`src/hw/cbl_pkg.sv`:
```
// Purpose: shared constants and types for the channel B io config and driver limit bank
// Assumes: 125 MHz system clock, 32-bit classic Wishbone register port
// Notes: register byte address is four times the register index
package cbl_pkg;

  // clock rate used to turn times into cycle counts
  localparam int CLK_MHZ = 125;

  // register indices; byte address = index * 4
  localparam logic [5:0] IDX_CHAN_B_CFG = 6'h1b;
  localparam logic [5:0] IDX_DRV_LIMIT = 6'h1c;
  localparam logic [5:0] IDX_PIN_CTRL = 6'h20;
  localparam logic [5:0] IDX_FAULT_STAT = 6'h21;
  localparam logic [5:0] IDX_IRQ_STAT = 6'h22;
  localparam logic [5:0] IDX_IRQ_MASK = 6'h23;
  localparam int ADR_W = 8;
  localparam int IDX_LSB = 2;

  // channel B input/status/config field positions
  localparam int B_AUX_LVL = 7;
  localparam int B_LINE_LVL = 6;
  localparam int B_TX_EN = 5;
  localparam int B_TX_DAT = 4;
  localparam int B_FILT = 3;
  localparam int B_THRESH = 2;
  localparam int B_SRC = 1;
  localparam int B_SINK = 0;
  localparam int B_WR_MSB = 5;

  // pin control register field
  localparam int PC_SOFT = 0;

  // reset values
  localparam logic [5:0] CFG_B_RST = 6'h00;
  localparam logic [7:0] LIMIT_RST = 8'h00;
  localparam logic [1:0] IRQ_RST = 2'h0;

  // line driver limit register layout, msb first
  typedef struct packed {
    logic [1:0] limit_sel;
    logic limit_off;
    logic [1:0] blank_sel;
    logic [1:0] retry_sel;
    logic retry_on;
  } cbl_limit_t;

  // current limit codes
  localparam logic [1:0] LIM_100MA = 2'h0;
  localparam logic [1:0] LIM_200MA = 2'h1;
  localparam logic [1:0] LIM_300MA = 2'h2;
  localparam logic [1:0] LIM_500MA = 2'h3;

  // times, as printed, and the derived cycle counts (least times, rounded up)
  localparam int T_FILT_NS = 1300;
  localparam int FILT_CYC = (T_FILT_NS * CLK_MHZ + 999) / 1000;
  localparam int T_BLANK0_US = 128;
  localparam int T_BLANK1_US = 500;
  localparam int T_BLANK2_US = 1000;
  localparam int T_BLANK3_US = 5000;
  localparam int T_RETRY0_US = 50000;
  localparam int T_RETRY1_US = 100000;
  localparam int T_RETRY2_US = 200000;
  localparam int T_RETRY3_US = 500000;
  localparam int BLANK0_CYC = T_BLANK0_US * CLK_MHZ;
  localparam int BLANK1_CYC = T_BLANK1_US * CLK_MHZ;
  localparam int BLANK2_CYC = T_BLANK2_US * CLK_MHZ;
  localparam int BLANK3_CYC = T_BLANK3_US * CLK_MHZ;
  localparam int RETRY0_CYC = T_RETRY0_US * CLK_MHZ;
  localparam int RETRY1_CYC = T_RETRY1_US * CLK_MHZ;
  localparam int RETRY2_CYC = T_RETRY2_US * CLK_MHZ;
  localparam int RETRY3_CYC = T_RETRY3_US * CLK_MHZ;
  localparam int CNT_W = 26;
  localparam int FCNT_W = 8;

  // driver fault sequencer states, one-hot
  typedef enum logic [4:0] {
    ST_NORMAL = 5'b00001,
    ST_BLANK = 5'b00010,
    ST_OFF = 5'b00100,
    ST_RECHECK = 5'b01000,
    ST_LATCH = 5'b10000
  } cbl_flt_st_t;

  // wishbone request carrier
  typedef struct packed {
    logic [ADR_W-1:0] adr;
    logic [31:0] dat;
    logic [3:0] sel;
    logic we;
  } cbl_wb_req_t;

endpackage : cbl_pkg

```
`src/hw/cbl_io_limit.sv`:
```
// Purpose: channel B io config/status bank and shared line driver limit with fault sequencer
// Assumes: pins arrive asynchronous; analog receivers and drivers sit outside
// Notes: one wishbone slave, one clock, synchronous active-high reset
// Function
// - bit 7 reads aux input B level.
// - bit 6 reads line B level.
// - under soft pin control bit 5 replaces the tx enable pin.
// - under soft pin control bit 4 replaces the tx data pin.
// - soft pin control bit ignores external tx pins, uses register bits.
// - bit 3 enables a 1.3us glitch filter on aux input B.
// - bit 2 selects type 2/3 threshold, else type 1.
// - bit 1 turns on aux input B current source.
// - bit 0 turns on aux input B current sink.
// - limit select picks 100/200/300/500 mA when limiting is on.
// - limit-off bit disables driver current limiting on both drivers.
// - blanking select sets overcurrent time before fault: 128us to 5ms.
// - retry select sets off-time after fault: 50ms to 500ms.
// - with autoretry, faulted driver goes off for retry time, then back on; else latched off until a limit write, or for line B until its tx enable drops.
// - with autoretry, recheck after blanking; persisting fault re-disables driver.
// - with autoretry, fault gone at recheck clears fault status, driver returns to normal.
//
// Design decision made here: the Wishbone interface to the registers.
`timescale 1ns/1ps
`default_nettype none
module cbl_io_limit
  import cbl_pkg::*;
#(
  parameter int BLANK0 = BLANK0_CYC,
  parameter int BLANK1 = BLANK1_CYC,
  parameter int BLANK2 = BLANK2_CYC,
  parameter int BLANK3 = BLANK3_CYC,
  parameter int RETRY0 = RETRY0_CYC,
  parameter int RETRY1 = RETRY1_CYC,
  parameter int RETRY2 = RETRY2_CYC,
  parameter int RETRY3 = RETRY3_CYC,
  parameter int FILT = FILT_CYC
) (
  input wire logic clk_i,
  input wire logic rst_i,
  // classic wishbone slave
  input wire logic cyc_i,
  input wire logic stb_i,
  input wire logic we_i,
  input wire logic [ADR_W-1:0] adr_i,
  input wire logic [3:0] sel_i,
  input wire logic [31:0] dat_i,
  output logic [31:0] dat_o,
  output logic ack_o,
  // pins
  input wire logic aux_input_b_i,
  input wire logic line_b_i,
  input wire logic tx_enable_pin_b_i,
  input wire logic tx_data_pin_b_i,
  input wire logic [1:0] drv_overcurrent_i,
  // line B driver control
  output logic line_b_tx_en_o,
  output logic line_b_tx_data_o,
  // aux input B front end
  output logic aux_in_b_filter_on_o,
  output logic aux_in_b_threshold_type_o,
  output logic aux_in_b_source_on_o,
  output logic aux_in_b_sink_on_o,
  // shared driver limit, index 0 is line A, 1 is line B
  output logic [1:0] driver_limit_sel_o,
  output logic driver_limit_off_o,
  output logic [1:0] drv_allow_o,
  output logic [1:0] drv_fault_o,
  output logic irq_o
);

  // elaboration check: select 2 and 3 counts and the filter must fit the counters; blank and retry at least one cycle, filter at least two
  localparam longint CNT_MAX = (64'h1 << CNT_W) - 1;
  localparam longint FCNT_MAX = (64'h1 << FCNT_W) - 1;
  if (BLANK0 < 1 || BLANK1 < 1 || BLANK2 < 1 || BLANK3 < 1 ||
      RETRY0 < 1 || RETRY1 < 1 || RETRY2 < 1 || RETRY3 < 1 ||
      longint'(BLANK3) > CNT_MAX || longint'(RETRY3) > CNT_MAX ||
      longint'(BLANK2) > CNT_MAX || longint'(RETRY2) > CNT_MAX ||
      FILT < 2 || longint'(FILT) > FCNT_MAX) begin : g_bad_param
    $error("cbl_io_limit: timing parameter out of range");
  end

  // blanking count for a select code, minus one for a down-counter
  function automatic logic [CNT_W-1:0] blank_load(input logic [1:0] sel);
    case (sel)
      2'h0: blank_load = CNT_W'(BLANK0 - 1);
      2'h1: blank_load = CNT_W'(BLANK1 - 1);
      2'h2: blank_load = CNT_W'(BLANK2 - 1);
      default: blank_load = CNT_W'(BLANK3 - 1);
    endcase
  endfunction : blank_load

  // retry off-time for a select code, minus one
  function automatic logic [CNT_W-1:0] retry_load(input logic [1:0] sel);
    case (sel)
      2'h0: retry_load = CNT_W'(RETRY0 - 1);
      2'h1: retry_load = CNT_W'(RETRY1 - 1);
      2'h2: retry_load = CNT_W'(RETRY2 - 1);
      default: retry_load = CNT_W'(RETRY3 - 1);
    endcase
  endfunction : retry_load

  ////////////////////////////////////////////////////////////////////////////////
  // pin synchronisers: three flops, level taken once stages two and three agree

  localparam int NPIN = 6;
  logic [NPIN-1:0] pin_raw;
  logic [NPIN-1:0] s1_r;
  logic [NPIN-1:0] s2_r;
  logic [NPIN-1:0] s3_r;
  logic [NPIN-1:0] lvl_r;
  logic aux_s;
  logic line_s;
  logic txen_s;
  logic txd_s;
  logic [1:0] oc_s;

  assign pin_raw = {drv_overcurrent_i, tx_data_pin_b_i, tx_enable_pin_b_i, line_b_i,
                    aux_input_b_i};

  // s1 feeds only s2, so metastability never reaches any decision logic
  always_ff @(posedge clk_i) begin
    if (rst_i) begin
      s1_r <= '0;
      s2_r <= '0;
      s3_r <= '0;
    end else begin
      s1_r <= pin_raw;
      s2_r <= s1_r;
      s3_r <= s2_r;
    end
  end

  // a bit whose stages disagree keeps its old level for one more cycle
  always_ff @(posedge clk_i) begin
    if (rst_i) begin
      lvl_r <= '0;
    end else begin
      lvl_r <= (s2_r & s3_r) | (lvl_r & (s2_r | s3_r));
    end
  end

  assign aux_s = lvl_r[0];
  assign line_s = lvl_r[1];
  assign txen_s = lvl_r[2];
  assign txd_s = lvl_r[3];
  assign oc_s = lvl_r[5:4];

  ////////////////////////////////////////////////////////////////////////////////
  // wishbone slave: ack one cycle after request, write lands on the ack edge

  cbl_wb_req_t req;
  logic req_act;
  logic ack_r;
  logic [31:0] dat_r;
  logic [5:0] idx;
  logic wr_go;
  logic wr_cfg_b;
  logic wr_limit;
  logic wr_pctl;
  logic wr_istat;
  logic wr_imask;

  assign req = '{adr: adr_i, dat: dat_i, sel: sel_i, we: we_i};
  assign req_act = cyc_i & stb_i;
  assign idx = req.adr[IDX_LSB +: 6];
  assign wr_go = req_act & ack_r & req.we & req.sel[0];
  assign wr_cfg_b = wr_go & (idx == IDX_CHAN_B_CFG);
  assign wr_limit = wr_go & (idx == IDX_DRV_LIMIT);
  assign wr_pctl = wr_go & (idx == IDX_PIN_CTRL);
  assign wr_istat = wr_go & (idx == IDX_IRQ_STAT);
  assign wr_imask = wr_go & (idx == IDX_IRQ_MASK);

  // ack pulses one cycle per request; unmapped addresses still answer, reading zero
  always_ff @(posedge clk_i) begin
    if (rst_i) begin
      ack_r <= 1'b0;
    end else begin
      ack_r <= req_act & ~ack_r;
    end
  end

  assign ack_o = ack_r;
  assign dat_o = dat_r;

  ////////////////////////////////////////////////////////////////////////////////
  // configuration registers

  logic [B_WR_MSB:0] cfg_b_r;
  cbl_limit_t limit_r;
  logic soft_pin_r;

  // reads never touch these, only writes with byte lane 0 do
  always_ff @(posedge clk_i) begin
    if (rst_i) begin
      cfg_b_r <= CFG_B_RST;
      limit_r <= LIMIT_RST;
      soft_pin_r <= 1'b0;
    end else begin
      if (wr_cfg_b) begin
        cfg_b_r <= req.dat[B_WR_MSB:0];
      end
      if (wr_limit) begin
        limit_r <= req.dat[7:0];
      end
      if (wr_pctl) begin
        soft_pin_r <= req.dat[PC_SOFT];
      end
    end
  end

  // front-end controls straight from register bits
  assign aux_in_b_filter_on_o = cfg_b_r[B_FILT];
  assign aux_in_b_threshold_type_o = cfg_b_r[B_THRESH];
  assign aux_in_b_source_on_o = cfg_b_r[B_SRC];
  assign aux_in_b_sink_on_o = cfg_b_r[B_SINK];
  assign driver_limit_sel_o = limit_r.limit_sel;
  assign driver_limit_off_o = limit_r.limit_off;

  // soft pin control swaps the tx pins for the register bits
  assign line_b_tx_en_o = soft_pin_r ? cfg_b_r[B_TX_EN] : txen_s;
  assign line_b_tx_data_o = soft_pin_r ? cfg_b_r[B_TX_DAT] : txd_s;

  ////////////////////////////////////////////////////////////////////////////////
  // aux input B glitch filter: level accepted after FILT stable cycles

  logic [FCNT_W-1:0] fcnt_r;
  logic aux_filt_r;
  logic aux_flag;

  // shorter pulses restart the count and never reach the flag
  always_ff @(posedge clk_i) begin
    if (rst_i) begin
      fcnt_r <= '0;
      aux_filt_r <= 1'b0;
    end else if (aux_s == aux_filt_r) begin
      fcnt_r <= '0;
    end else if (fcnt_r == FCNT_W'(FILT - 1)) begin
      fcnt_r <= '0;
      aux_filt_r <= aux_s;
    end else begin
      fcnt_r <= fcnt_r + 1'b1;
    end
  end

  assign aux_flag = cfg_b_r[B_FILT] ? aux_filt_r : aux_s;

  ////////////////////////////////////////////////////////////////////////////////
  // driver fault sequencers, one per line driver

  cbl_flt_st_t st_r [2];
  logic [CNT_W-1:0] cnt_r [2];
  logic [1:0] drv_en;
  logic [1:0] flt_evt;

  // line A has no enable in this bank, so only a reconfigure frees it
  assign drv_en = {line_b_tx_en_o, 1'b1};

  for (genvar gi = 0; gi < 2; gi++) begin : g_seq
    // one process owns state, counter and the fault event of a driver
    always_ff @(posedge clk_i) begin
      if (rst_i) begin
        st_r[gi] <= ST_NORMAL;
        cnt_r[gi] <= '0;
        flt_evt[gi] <= 1'b0;
      end else begin
        flt_evt[gi] <= 1'b0;
        case (st_r[gi])
          ST_NORMAL: begin
            if (oc_s[gi] & drv_en[gi]) begin
              st_r[gi] <= ST_BLANK;
              cnt_r[gi] <= blank_load(limit_r.blank_sel);
            end
          end
          ST_BLANK: begin
            if (!oc_s[gi]) begin
              st_r[gi] <= ST_NORMAL;
            end else if (cnt_r[gi] == '0) begin
              flt_evt[gi] <= 1'b1;
              if (limit_r.retry_on) begin
                st_r[gi] <= ST_OFF;
                cnt_r[gi] <= retry_load(limit_r.retry_sel);
              end else begin
                st_r[gi] <= ST_LATCH;
              end
            end else begin
              cnt_r[gi] <= cnt_r[gi] - 1'b1;
            end
          end
          ST_OFF: begin
            if (cnt_r[gi] == '0) begin
              st_r[gi] <= ST_RECHECK;
              cnt_r[gi] <= blank_load(limit_r.blank_sel);
            end else begin
              cnt_r[gi] <= cnt_r[gi] - 1'b1;
            end
          end
          ST_RECHECK: begin
            if (cnt_r[gi] != '0) begin
              cnt_r[gi] <= cnt_r[gi] - 1'b1;
            end else if (oc_s[gi]) begin
              st_r[gi] <= ST_OFF;
              cnt_r[gi] <= retry_load(limit_r.retry_sel);
            end else begin
              st_r[gi] <= ST_NORMAL;
            end
          end
          ST_LATCH: begin
            if (wr_limit || !drv_en[gi]) begin
              st_r[gi] <= ST_NORMAL;
            end
          end
          default: begin
            st_r[gi] <= ST_NORMAL;
          end
        endcase
      end
    end

    // driver is held off during the retry off-time and while latched off
    assign drv_allow_o[gi] = (st_r[gi] != ST_OFF) && (st_r[gi] != ST_LATCH);
    assign drv_fault_o[gi] = (st_r[gi] == ST_OFF) || (st_r[gi] == ST_RECHECK) ||
                             (st_r[gi] == ST_LATCH);

  end

  ////////////////////////////////////////////////////////////////////////////////
  // interrupts: sticky fault events, write one to clear, set beats clear

  logic [1:0] irq_st_r;
  logic [1:0] irq_mask_r;

  always_ff @(posedge clk_i) begin
    if (rst_i) begin
      irq_st_r <= IRQ_RST;
      irq_mask_r <= IRQ_RST;
    end else begin
      irq_st_r <= flt_evt | (irq_st_r & ~(wr_istat ? req.dat[1:0] : 2'h0));
      if (wr_imask) begin
        irq_mask_r <= req.dat[1:0];
      end
    end
  end

  assign irq_o = |(irq_st_r & irq_mask_r);

  ////////////////////////////////////////////////////////////////////////////////
  // read data, captured as ack rises; unmapped reads give zero

  always_ff @(posedge clk_i) begin
    if (rst_i) begin
      dat_r <= '0;
    end else if (req_act & ~ack_r) begin
      case (idx)
        IDX_CHAN_B_CFG: dat_r <= {24'h000000, aux_flag, line_s, cfg_b_r};
        IDX_DRV_LIMIT: dat_r <= {24'h000000, limit_r};
        IDX_PIN_CTRL: dat_r <= {31'h00000000, soft_pin_r};
        IDX_FAULT_STAT: dat_r <= {30'h00000000, drv_fault_o};
        IDX_IRQ_STAT: dat_r <= {30'h00000000, irq_st_r};
        IDX_IRQ_MASK: dat_r <= {30'h00000000, irq_mask_r};
        default: dat_r <= '0;
      endcase
    end
  end
endmodule : cbl_io_limit
`default_nettype wire

```
`config.mk`:
```
export PLATFORM = sky130hd
export DESIGN_NAME = cbl_io_limit
export DESIGN_NICKNAME = d
export VERILOG_FILES = /design/src/hw/cbl_pkg.sv /design/src/hw/cbl_io_limit.sv
export SDC_FILE = /design/constraint.sdc
export NUM_CORES = 1
export LEC_CHECK = 0
export BUFFER_PORTS_ARGS = -buffer_cell sky130_fd_sc_hd__buf_4
export CAP_MARGIN = 20
export CORE_AREA = 3 3 139 127
export DETAILED_ROUTE_END_ITERATION = 12
export DIE_AREA = 0 0 142 130
export GPL_TIMING_DRIVEN = 0
export HOLD_SLACK_MARGIN = 0.1
export PLACE_DENSITY = 0.74
export SYNTH_ARGS = -nofsm -noshare
export SYNTH_HDL_FRONTEND = slang
export SYNTH_SLANG_ARGS = --single-unit
```
`constraint.sdc`:
```
create_clock -name clk_i -period 4.53 [get_ports clk_i]
set_input_delay 1.359 -clock clk_i [delete_from_list [all_inputs] [get_ports clk_i]]
set_output_delay 1.359 -clock clk_i [all_outputs]
set_load 0.01 [all_outputs]
```
-- After elaboration in Yosys (flattened, before gate mapping)
Memories as Yosys holds them, arrays and structs flattened.
Index checks and enable logic that the tools add are counted.
- flip-flop bits (word level): 87
- bits in latches: 0
- bits in writable memories: 62
- bits in read-only memories: 0
- bits of input ports: 55
- output and inout port bits: 47
- word-level logic and storage cells: 299
- memories kept: 2
- memory list (memory ; words ; width ; read ports ; clocked after memory_dff ; write ports ; line ; text):
    cnt_r ; 2 ; 26 ; 2 ; 0 ; 2 ; cbl_io_limit.sv:251 ; logic [CNT_W-1:0] cnt_r [2];
    st_r ; 2 ; 5 ; 2 ; 0 ; 2 ; cbl_io_limit.sv:250 ; cbl_flt_st_t st_r [2];
- $add $sub $neg: 3
- multiply operators: 0
- divide/modulo/power cells: 0
- magnitude comparators: 0
- equal/unequal tests: 26
- shifts and indexed selects: 0
- muxes and demuxes: 171
- bitwise gates (word level): 57
- reduce and logical (&&, ||, !) cells: 21
- operators with widths (cell ; number):
    26-bit 2-to-1 mux ; 43
    1-bit 2-to-1 mux ; 106
    5-bit 2-to-1 mux ; 18
    26-bit case mux with 3 select lines ; 1
    20-bit case mux with 3 select lines ; 1
    26-bit zero test ; 2
    26-bit nonzero test ; 2
    26-bit by 1-bit subtractor with 26-bit output (second input constant) ; 2
    8-bit case mux with 6 select lines ; 1
    1-bit OR ; 32
    6-bit == test (second input constant) ; 4
    6-bit AND ; 2
    6-bit by 5-bit == test with 1-bit output (second input constant) ; 2
    6-bit OR ; 2
    1-bit AND ; 11
    5-bit by 1-bit == test with 1-bit output (second input constant) ; 2
    5-bit by 2-bit == test with 1-bit output (second input constant) ; 2
    5-bit by 3-bit == test with 1-bit output (second input constant) ; 2
    5-bit by 4-bit == test with 1-bit output (second input constant) ; 2
    5-bit == test (second input constant) ; 2
    5-bit by 3-bit != test with 1-bit output (second input constant) ; 2
    5-bit != test (second input constant) ; 2
    5-bit OR reduction ; 2
    3-bit OR reduction ; 3
    16 further kinds ; 30

-- Logic depth before layout (Yosys ltp)
Gate-level depths: netlist of run 1.
- depth after elaboration: 15
- mapped depth: 10
- gate-level depth less buffers: 8

-- Least setup slack after synthesis of run 1
OpenSTA, ideal clock, no wires.
- kind: input-to-reg
- start point: input rst_i
- end point: memory cnt_r[1][0], enable pin
- library setup time: 0.444 ns
- arrival: 3.556 ns
- data required time: 4.086 ns
- setup slack: 0.530 ns
- stages on the path: 8
- buffers on the path: 2
- cell sequence: clkbuf_1 > nor2_1 > and3_1 > clkbuf_1 > nor3_1 > mux2i_1 > nor3b_2 > nand2b_1
- RTL lines (item ; line ; text):
    start: declaration ; cbl_io_limit.sv:39 ; input wire logic rst_i,
    end: declaration ; cbl_io_limit.sv:251 ;

==> results of run 1 <==
-- registers in the layout (all words and copies together), names as in the netlist, 8 cells and up --
name / cells
dat_o: 8
fcnt_r: 8
cnt_r: 52
st_r: 10
-- path summary, 6_finish.rpt --
| check | end | cells after the start |
|---|---|---|
| setup / recovery | cnt_r[1][5] | 9 |
| hold / removal | s2_r[0] | 1 |
| setup reg to reg | cnt_r[1][5] | 8 |
| hold reg to reg | s2_r[0] | 1 |
-- kinds of logic after synthesis --
family,share of synthesized area
XOR/XNOR,0.06713
buffers and inverters,0.05943
flip-flops,0.4275
multiplexers,0.03511
AO/OA/AOI/OAI,0.1490
other,0.0005133
adder cells (fa/ha/maj),0.02055
AND/OR/NAND/NOR,0.2408
-- layout make-up --
cell class | instances | share of cell area
plain buffers | 71 | 0.04372
clock buffers | 17 | 0.04923
clock inverters | 15 | 0.01607
inverters | 15 | 0.006515
multi-input cells | 608 | 0.4451
flip-flops and latches | 125 | 0.3614
well taps | 207 | 0.02997
repair buffers | 50 | 0.04807
-- stage by stage --
step / hold WS (ns) / cell area [um^2] / setup slack (ns)
after floorplan: 0.4130 / 7392 / 0.5299
after global placement: 0.4179 / 8004 / -0.6745
after detailed placement: 0.4220 / 8031 / -0.3507
after CTS: 0.4361 / 8596 / 0.08655
after global routing: 0.4507 / 8642 / 0.1978
final: 0.4333 / 8642 / 0.3876
-- per-layer routing --
layer  wire length, um  part of all wire
met1              8232              0.43
met2              9071              0.47
met3              1609             0.084
met4               317             0.016
met5                 0                 0
-- cell usage after synthesis (all sizes together) (5+ instances only) --
master	count	share of area
edfxtp	62	0.25
o21ai	44	0.030
a22oi	9	0.0092
nor2	79	0.041
or3	12	0.010
xor2	29	0.035
nor2b	28	0.024
a221oi	9	0.012
ha	12	0.021
nor3b	7	0.0079
buf	35	0.033
nor3	34	0.023
clkbuf	36	0.018
xnor2	27	0.032
dfxtp	63	0.17
mux2i	20	0.027
or4	14	0.016
a21oi	40	0.027
o211ai	6	0.0062
and4	8	0.0096
inv	15	0.0077
nand2b	7	0.0060
nand4	13	0.011
and3	8	0.0069
o22ai	21	0.018
nand2	43	0.022
nand3	27	0.018
nand3b	5	0.0051
nor4	18	0.017
-- power by group --
| part | leakage (uW) | switching [uW] | internal [uW] |
|---|---|---|---|
| logic | 0.00181 | 106 | 83.8 |
| clock network | 0.000285 | 586 | 731 |
| registers | 0.00115 | 26.8 | 1220 |
| total | 0.00324 | 719 | 2030 |
==> flow_metrics.tcl, run 1 <==
set metrics [dict create \
    cts_tree "done" \
    cts_sinks 125 \
    synth_edf_count 62 \
    utilization 0.5321 \
    gp_congestion 0.9330 \
    start_kind "input pin" \
    async_flop_share 0 \
    tightest_slew_ns 0.9333 \
    placed_cells 1074 \
    finClkSkew_ns 0.01095 \
    drcViolationCount 0 \
    synth-seq-cells 125 \
    cp.required_ns 4.71 \
    final_common_cell "nor2_1" \
    p_total_uw 2751 \
    port_buffers 47 \
    fin_nets 955 \
    dieArea_um2 18460 \
    cts_htree_levels 4 \
    path_max_fanout 18 \
    cts_made_buffers 17 \
    ff_latch_area_um2 3123 \
    synth_area_um2 7306 \
    fillerInstances 1483 \
    end_kind "flip-flop" \
    max_freq_ghz 0.2414 \
    post_drt_wl_per_cell_um 17.36 \
    cts_root_buf "clkbuf_16" \
    grt_pass1_wl_um 30370 \
    min_path_type "flip-flop to flip-flop" \
    ir_drop_v 0.0002717 \
    cp_cell_sequence "clkbuf_1, nor2_1, and3_1, clkbuf_1, nor3_2, mux2i_1, nor3b_4, nand2b_1, buf_16" \
    grt_pass1_vias 6024 \
    ctsResizeCount 0 \
    p_leak_uw 0.003244 \
    grtUsageMet3 0.04361 \
    fin_crit_ns 4.142 \
    ys_types 71 \
    syn_inst 796 \
    die_w_um 142 \
    grtUsageMet2 0.3281 \
    multi_input_area_um2 3846 \
    clock_path_buffers 2 \
    hold_viol 0 \
    drive_gt1_frac 0.1509 \
    path_delay_family "simple AND/OR/NAND/NOR gates" \
    start_util 0.4498 \
    via_per_inst 5.913 \
    drt-initial-drc-count 664 \
    post-dp-hpwl_um 13730 \
    worst_path_largest_cell_delay_ns 0.48 \
    area_delta_synth_final_pct 18.29 \
    r2r_start "cnt_r[1][2]" \
    period_share 0.9144 \
    fin_cells 1108 \
    relSlewSlack 0.3755 \
    post_cts_buffers 0 \
    wirelength_um 19230 \
    cap_violations 0 \
    arrival_ns 4.32 \
    cp_num_buf_inv 3 \
    rows 44 \
    busiest_layer "met2" \
    ys_warn_count 0 \
    ant_nets 0 \
    mostFrequentLayoutCells "nor2_1, buf_4, dfxtp_1" \
    critPathKind "input pin to flip-flop" \
    hold_start "s1_r[0]" \
    grtUsageMet1 0.2849 \
    via_count 6552 \
    crit_top_cell "clkbuf_1" \
    synthFlopType "dfxtp_1" \
    rsz0062_at_grt "false" \
    core_area_um2 16240 \
    slew_violations 0 \
    grt.overflow.total 0 \
    io_pins 102 \
    grt_max_degree 27 \
    cpMaxStageDelayCell "nor3b_4" \
    status "completed" \
    rrSetupSlack_ns 0.76 \
    p_per_area_nw_per_um2 318.3 \
    cts_hold_buffers 0 \
    fp.dieH_um 130 \
    track_usage 0.2066 \
    antenna_found_initial 0 \
    drt_pass1_iterations 6 \
    antenna_cells 0 \
    clkLatencyLatePin_ns 0.43 \
    critPathLaunch "rst_i" \
    syn_area_per_cell_um2 9.178 \
    synth-seq-area-share 0.4275 \
    final-setup-viol-count 0 \
    tns_ns 0 \
    path_clk_slew_ns 0.06 \
]
No activity file was read; power rests on OpenSTA's default activity.
==> run 2, diff against run 1 <==
==> constraint.sdc (replaced) <==
create_clock -name clk_i -period 4.53 [get_ports clk_i]
set_input_delay 0.6795 -clock clk_i [delete_from_list [all_inputs] [get_ports clk_i]]
set_output_delay 0.6795 -clock clk_i [all_outputs]
set_load 0.01 [all_outputs]
==> run 2 against run 1 <==
Compared with the run above: core utilization fell by 0.069 points; final area fell by 0.13%; wire length fell by 0.23%; fmax rose by 7.4%; global-route usage did not move; combinational power barely moved; via count fell by 0.17%; die area did not move.
==> flow_metrics.tcl, run 2 (synthesis results as in run 1) <==
set metrics [dict create \
    r2r_end "cnt_r[1][5]" \
    path_clk_slew_ns 0.06 \
    cts_hold_buffers 0 \
    drt-initial-drc-count 723 \
    grt_pass1_wl_um 30370 \
    via_per_inst 5.903 \
    antenna_cells 0 \
    r2r_cells 8 \
    gp_congestion 0.9330 \
    fin_nets 955 \
    post_drt_wl_per_cell_um 17.32 \
    drive_gt1_frac 0.1498 \
    reg_top3 "cnt_r x52, st_r x10" \
    drcViolationCount 0 \
    fin_hold_ws_ns 0.4332 \
    wirelength_um 19190 \
    ant_nets 0 \
    min_path_type "flip-flop to flip-flop" \
    cts_tree "done" \
    finClkSkew_ns 0.009455 \
    placed_cells 1074 \
    cts_htree_levels 4 \
    cp.required_ns 4.71 \
    cts_sinks 125 \
    port_buffers 47 \
    final_common_cell "nor2_1" \
    status "completed" \
    cts_root_buf "clkbuf_16" \
    tns_ns 0 \
    track_usage 0.2066 \
    r2r_start "cnt_r[1][2]" \
    max_freq_ghz 0.2592 \
    fin_cells 1108 \
    final-setup-viol-count 0 \
    clkLatencyLatePin_ns 0.43 \
    period_share 0.8518 \
    relSlewSlack 0.3616 \
    grt_pass1_vias 6024 \
    dieArea_um2 18460 \
    arrival_ns 4.04 \
    p_leak_uw 0.003239 \
    drt_pass1_iterations 6 \
    start_kind "input pin" \
    rsz0062_at_grt "false" \
    cts_made_buffers 17 \
    fin_crit_ns 3.859 \
    hold_viol 0 \
    mostFrequentLayoutCells "nor2_1, buf_4, dfxtp_1" \
    rrSetupSlack_ns 0.68 \
    whs_path_depth 1 \
    multi_input_area_um2 3835 \
    antenna_found_initial 0 \
    fp.dieH_um 130 \
    rows 44 \
    post-dp-hpwl_um 13730 \
    cap_violations 0 \
    critPathKind "input pin to flip-flop" \
    start_util 0.4498 \
    largest_reg_flops 52 \
    tightest_slew_ns 0.9540 \
    core_area_um2 16240 \
    via_count 6541 \
    ctsResizeCount 0 \
    p_per_area_nw_per_um2 318.6 \
    slew_violations 0 \
    min_to "s2_r[0]" \
    die_w_um 142 \
    grt_max_degree 27 \
    path_max_fanout 18 \
    grt.overflow.total 0 \
    end_kind "flip-flop" \
    top_register "cnt_r" \
    io_pins 102 \
    hold_start "s1_r[0]" \
    clock_path_buffers 2 \
    area_delta_synth_final_pct 18.14 \
    ff_latch_area_um2 3123 \
    ir_drop_v 0.0002704 \
    fillerInstances 1483 \
    post_cts_buffers 0 \
]
-- run 2: report_power, final --
part / switching [uW] / total, uW / internal (uW)
Sequential: 26.7 / 1240 / 1220
Clock: 585 / 1320 / 731
Combinational: 106 / 189 / 83.8
Total: 718 / 2750 / 2030
-- run 2: per-layer routing --
metal / part of all wire / GRT usage / up-vias
li1: - / - / 3087
met1: 0.44 / 0.2849 / 3129
met2: 0.47 / 0.3281 / 295
met3: 0.077 / 0.04361 / 30
met4: 0.018 / 0.06433 / 0
met5: 0 / 0 / -
-- run 2: layout make-up --
type	count	share of cell area
clock inverters	15	0.01609
plain buffers	71	0.04378
inverters	15	0.006524
repair buffers	50	0.04813
well taps	207	0.03001
flip-flops and latches	125	0.3618
clock buffers	17	0.04929
multi-input cells	608	0.4443
-- run 2: worst max-delay path, stage by stage --
cell and delay, ns:
clkbuf_1 0.42, nor2_1 0.21, and3_1 0.22, clkbuf_1 0.16
nor3_1 0.56, mux2i_1 0.35, nor3b_2 0.60, nand2b_1 0.51
buf_16 0.32
-- run 2: worst max path at each step --
stage                            start  depth (start not counted)            to  slack (ns)
final                            rst_i                          9   cnt_r[1][5]        0.67
after global routing      cnt_r[1][14]                          9   cnt_r[1][5]        0.44
after CTS                  cnt_r[1][2]                          8   cnt_r[1][5]        0.73
after detailed placement         rst_i                          9  cnt_r[1][25]        0.33
after global placement           rst_i                          8   cnt_r[1][1]       0.005
after floorplan           cnt_r[0][13]                          7   cnt_r[0][0]        1.14
-- run 2: metrics by stage --
stage,total power [uW],setup WS [ns],util,instance area [um^2]
floorplan,1386,1.144,-,7392
global placement,1444,0.005036,0.4928,8004
detailed placement,1450,0.3288,0.4945,8031
CTS,2763,0.7282,0.5293,8596
global route,2838,0.4447,0.5314,8631
finish,2750,0.6712,0.5314,8631
==> run 3, diff against run 2 <==
--- a/config.mk
+++ b/config.mk
@@ -12,7 +12,7 @@
 export DIE_AREA = 0 0 142 130
 export GPL_TIMING_DRIVEN = 0
 export HOLD_SLACK_MARGIN = 0.1
-export PLACE_DENSITY = 0.74
+export PLACE_DENSITY_LB_ADDON = 0.25
 export SYNTH_ARGS = -nofsm -noshare
 export SYNTH_HDL_FRONTEND = slang
 export SYNTH_SLANG_ARGS = --single-unit
==> constraint.sdc (replaced) <==
create_clock -name clk_i -period 4.17 [get_ports clk_i]
set_input_delay 0.6255 -clock clk_i [delete_from_list [all_inputs] [get_ports clk_i]]
set_output_delay 0.6255 -clock clk_i [all_outputs]
set_load 0.01 [all_outputs]
==> run 3 against run 2 <==
Compared with the run above: sequential power grew 9%; via count down 2.9%; cell count unchanged; sequential share of layout area fell by 0.18 points; register-to-register slack worse by 0.31 ns; largest power group unchanged.
==> flow_metrics.tcl, run 3 (synthesis results as in run 1) <==
set metrics [dict create \
    antenna_found_initial 0 \
    fp.dieH_um 130 \
    r2r_start "cnt_r[1][14]" \
    cts_tree "done" \
    largest_reg_flops 52 \
    path_max_fanout 16 \
    drcViolationCount 0 \
    multi_input_area_um2 3837 \
    max_freq_ghz 0.2630 \
    fin_nets 955 \
    worst_path_largest_cell_delay_ns 0.63 \
    gp_congestion 0.9649 \
    placed_cells 1074 \
    p_leak_uw 0.003252 \
    clkLatencyLatePin_ns 0.42 \
    hold_start "drv_overcurrent_i[0]" \
    cap_violations 0 \
    grt.overflow.total 0 \
    post_drt_wl_per_cell_um 17.51 \
    area_delta_synth_final_pct 18.74 \
    ir_drop_v 0.0002539 \
    period_share 0.9118 \
    start_util 0.4498 \
    cp_cell_sequence "nor4_1, nor2b_1, clkbuf_1, and4_1, buf_2, mux2i_1, nor3b_2, nand2b_2, buf_16" \
    core_area_um2 16240 \
    fin_cells 1108 \
    status "completed" \
    via_count 6352 \
    end_kind "flip-flop" \
    drt-initial-drc-count 672 \
    tns_ns 0 \
    utilization 0.5341 \
    ant_nets 0 \
    grt_pass1_wl_um 30680 \
    tightest_slew_ns 0.9506 \
    cpMaxStageDelayCell "nor3b_2" \
    post-dp-hpwl_um 13860 \
    cp.required_ns 4.35 \
    path_clk_slew_ns 0.06 \
    track_usage 0.2109 \
    wirelength_um 19400 \
    final-setup-viol-count 0 \
    ff_latch_area_um2 3123 \
    cts_htree_levels 4 \
    cts_made_buffers 17 \
    reg_top3 "cnt_r x52, st_r x10" \
    port_buffers 47 \
    cts_root_buf "clkbuf_16" \
    min_path_type "input pin to flip-flop" \
    mostFrequentLayoutCells "nor2_1, buf_4, dfxtp_1" \
    critPathLaunch "cnt_r[1][14]" \
    final_common_cell "nor2_1" \
    critPathKind "flip-flop to flip-flop" \
    relSlewSlack 0.3649 \
    via_per_inst 5.733 \
    finClkSkew_ns 0.008214 \
    die_w_um 142 \
    grt_max_degree 27 \
    io_pins 102 \
    clock_path_buffers 2 \
    dieArea_um2 18460 \
    drive_gt1_frac 0.1498 \
    top_register "cnt_r" \
    antenna_cells 0 \
    slew_violations 0 \
    fin_crit_ns 3.802 \
    rsz0062_at_grt "false" \
    cts_sinks 125 \
    p_per_area_nw_per_um2 353.2 \
    fin_hold_ws_ns 0.4059 \
    start_kind "flip-flop" \
    grt_pass1_vias 5853 \
    rows 44 \
    fillerInstances 1499 \
    drt_pass1_iterations 6 \
    arrival_ns 3.98 \
    hold_viol 0 \
]
run 3: area by class of cell:
type                    count  share of cell area
plain buffers              71             0.04356
clock buffers              22             0.05842
clock inverters            10             0.01139
inverters                  15            0.006491
multi-input cells         608              0.4424
flip-flops and latches    125              0.3600
well taps                 207             0.02986
repair buffers             50             0.04789
run 3: critical path: cells and delay by family (launching register included):
family,cells,cell delay [ns]
buf+inv,3,0.81
flops,1,0.46
mux,1,0.23
simple gates,5,2.04
run 3: timing repair:
item                       4_1_cts  5_1_grt
setup buffers                    0        0
hold buffers                     0        0
setup endpoints to repair        0       16
gates resized for setup          0        1
run 3: path summary, 6_finish.rpt:
kind,to,slack [ns],cells after the start
hold reg to reg,s2_r[0],0.43,1
setup reg to reg,cnt_r[1][18],0.37,9
hold / removal,s1_r[4],0.41,2
setup / recovery,cnt_r[1][18],0.37,9
run 3: per-layer routing:
metal  global-route usage  share of wire  vias up
met5                    0              0        -
met4              0.06659          0.014        0
met3              0.05020          0.062       31
met2               0.3131           0.45      224
met1               0.3047           0.48     3023
li1                     -              -     3074
run 3: power breakdown:
group          switching (uW)  internal, uW  leakage (uW)
registers                29.1          1320       0.00115
clock network             578           929      0.000298
logic                     114          91.2       0.00181
run 3: metrics by stage:
step	setup slack [ns]	cell area (um^2)	power [uW]
floorplan	0.7842	7392	1506
CTS	0.2404	8637	3077
global placement	-0.4308	8004	1570
global route	0.2250	8675	3162
finish	0.3676	8675	3064
detailed placement	-0.1504	8031	1576
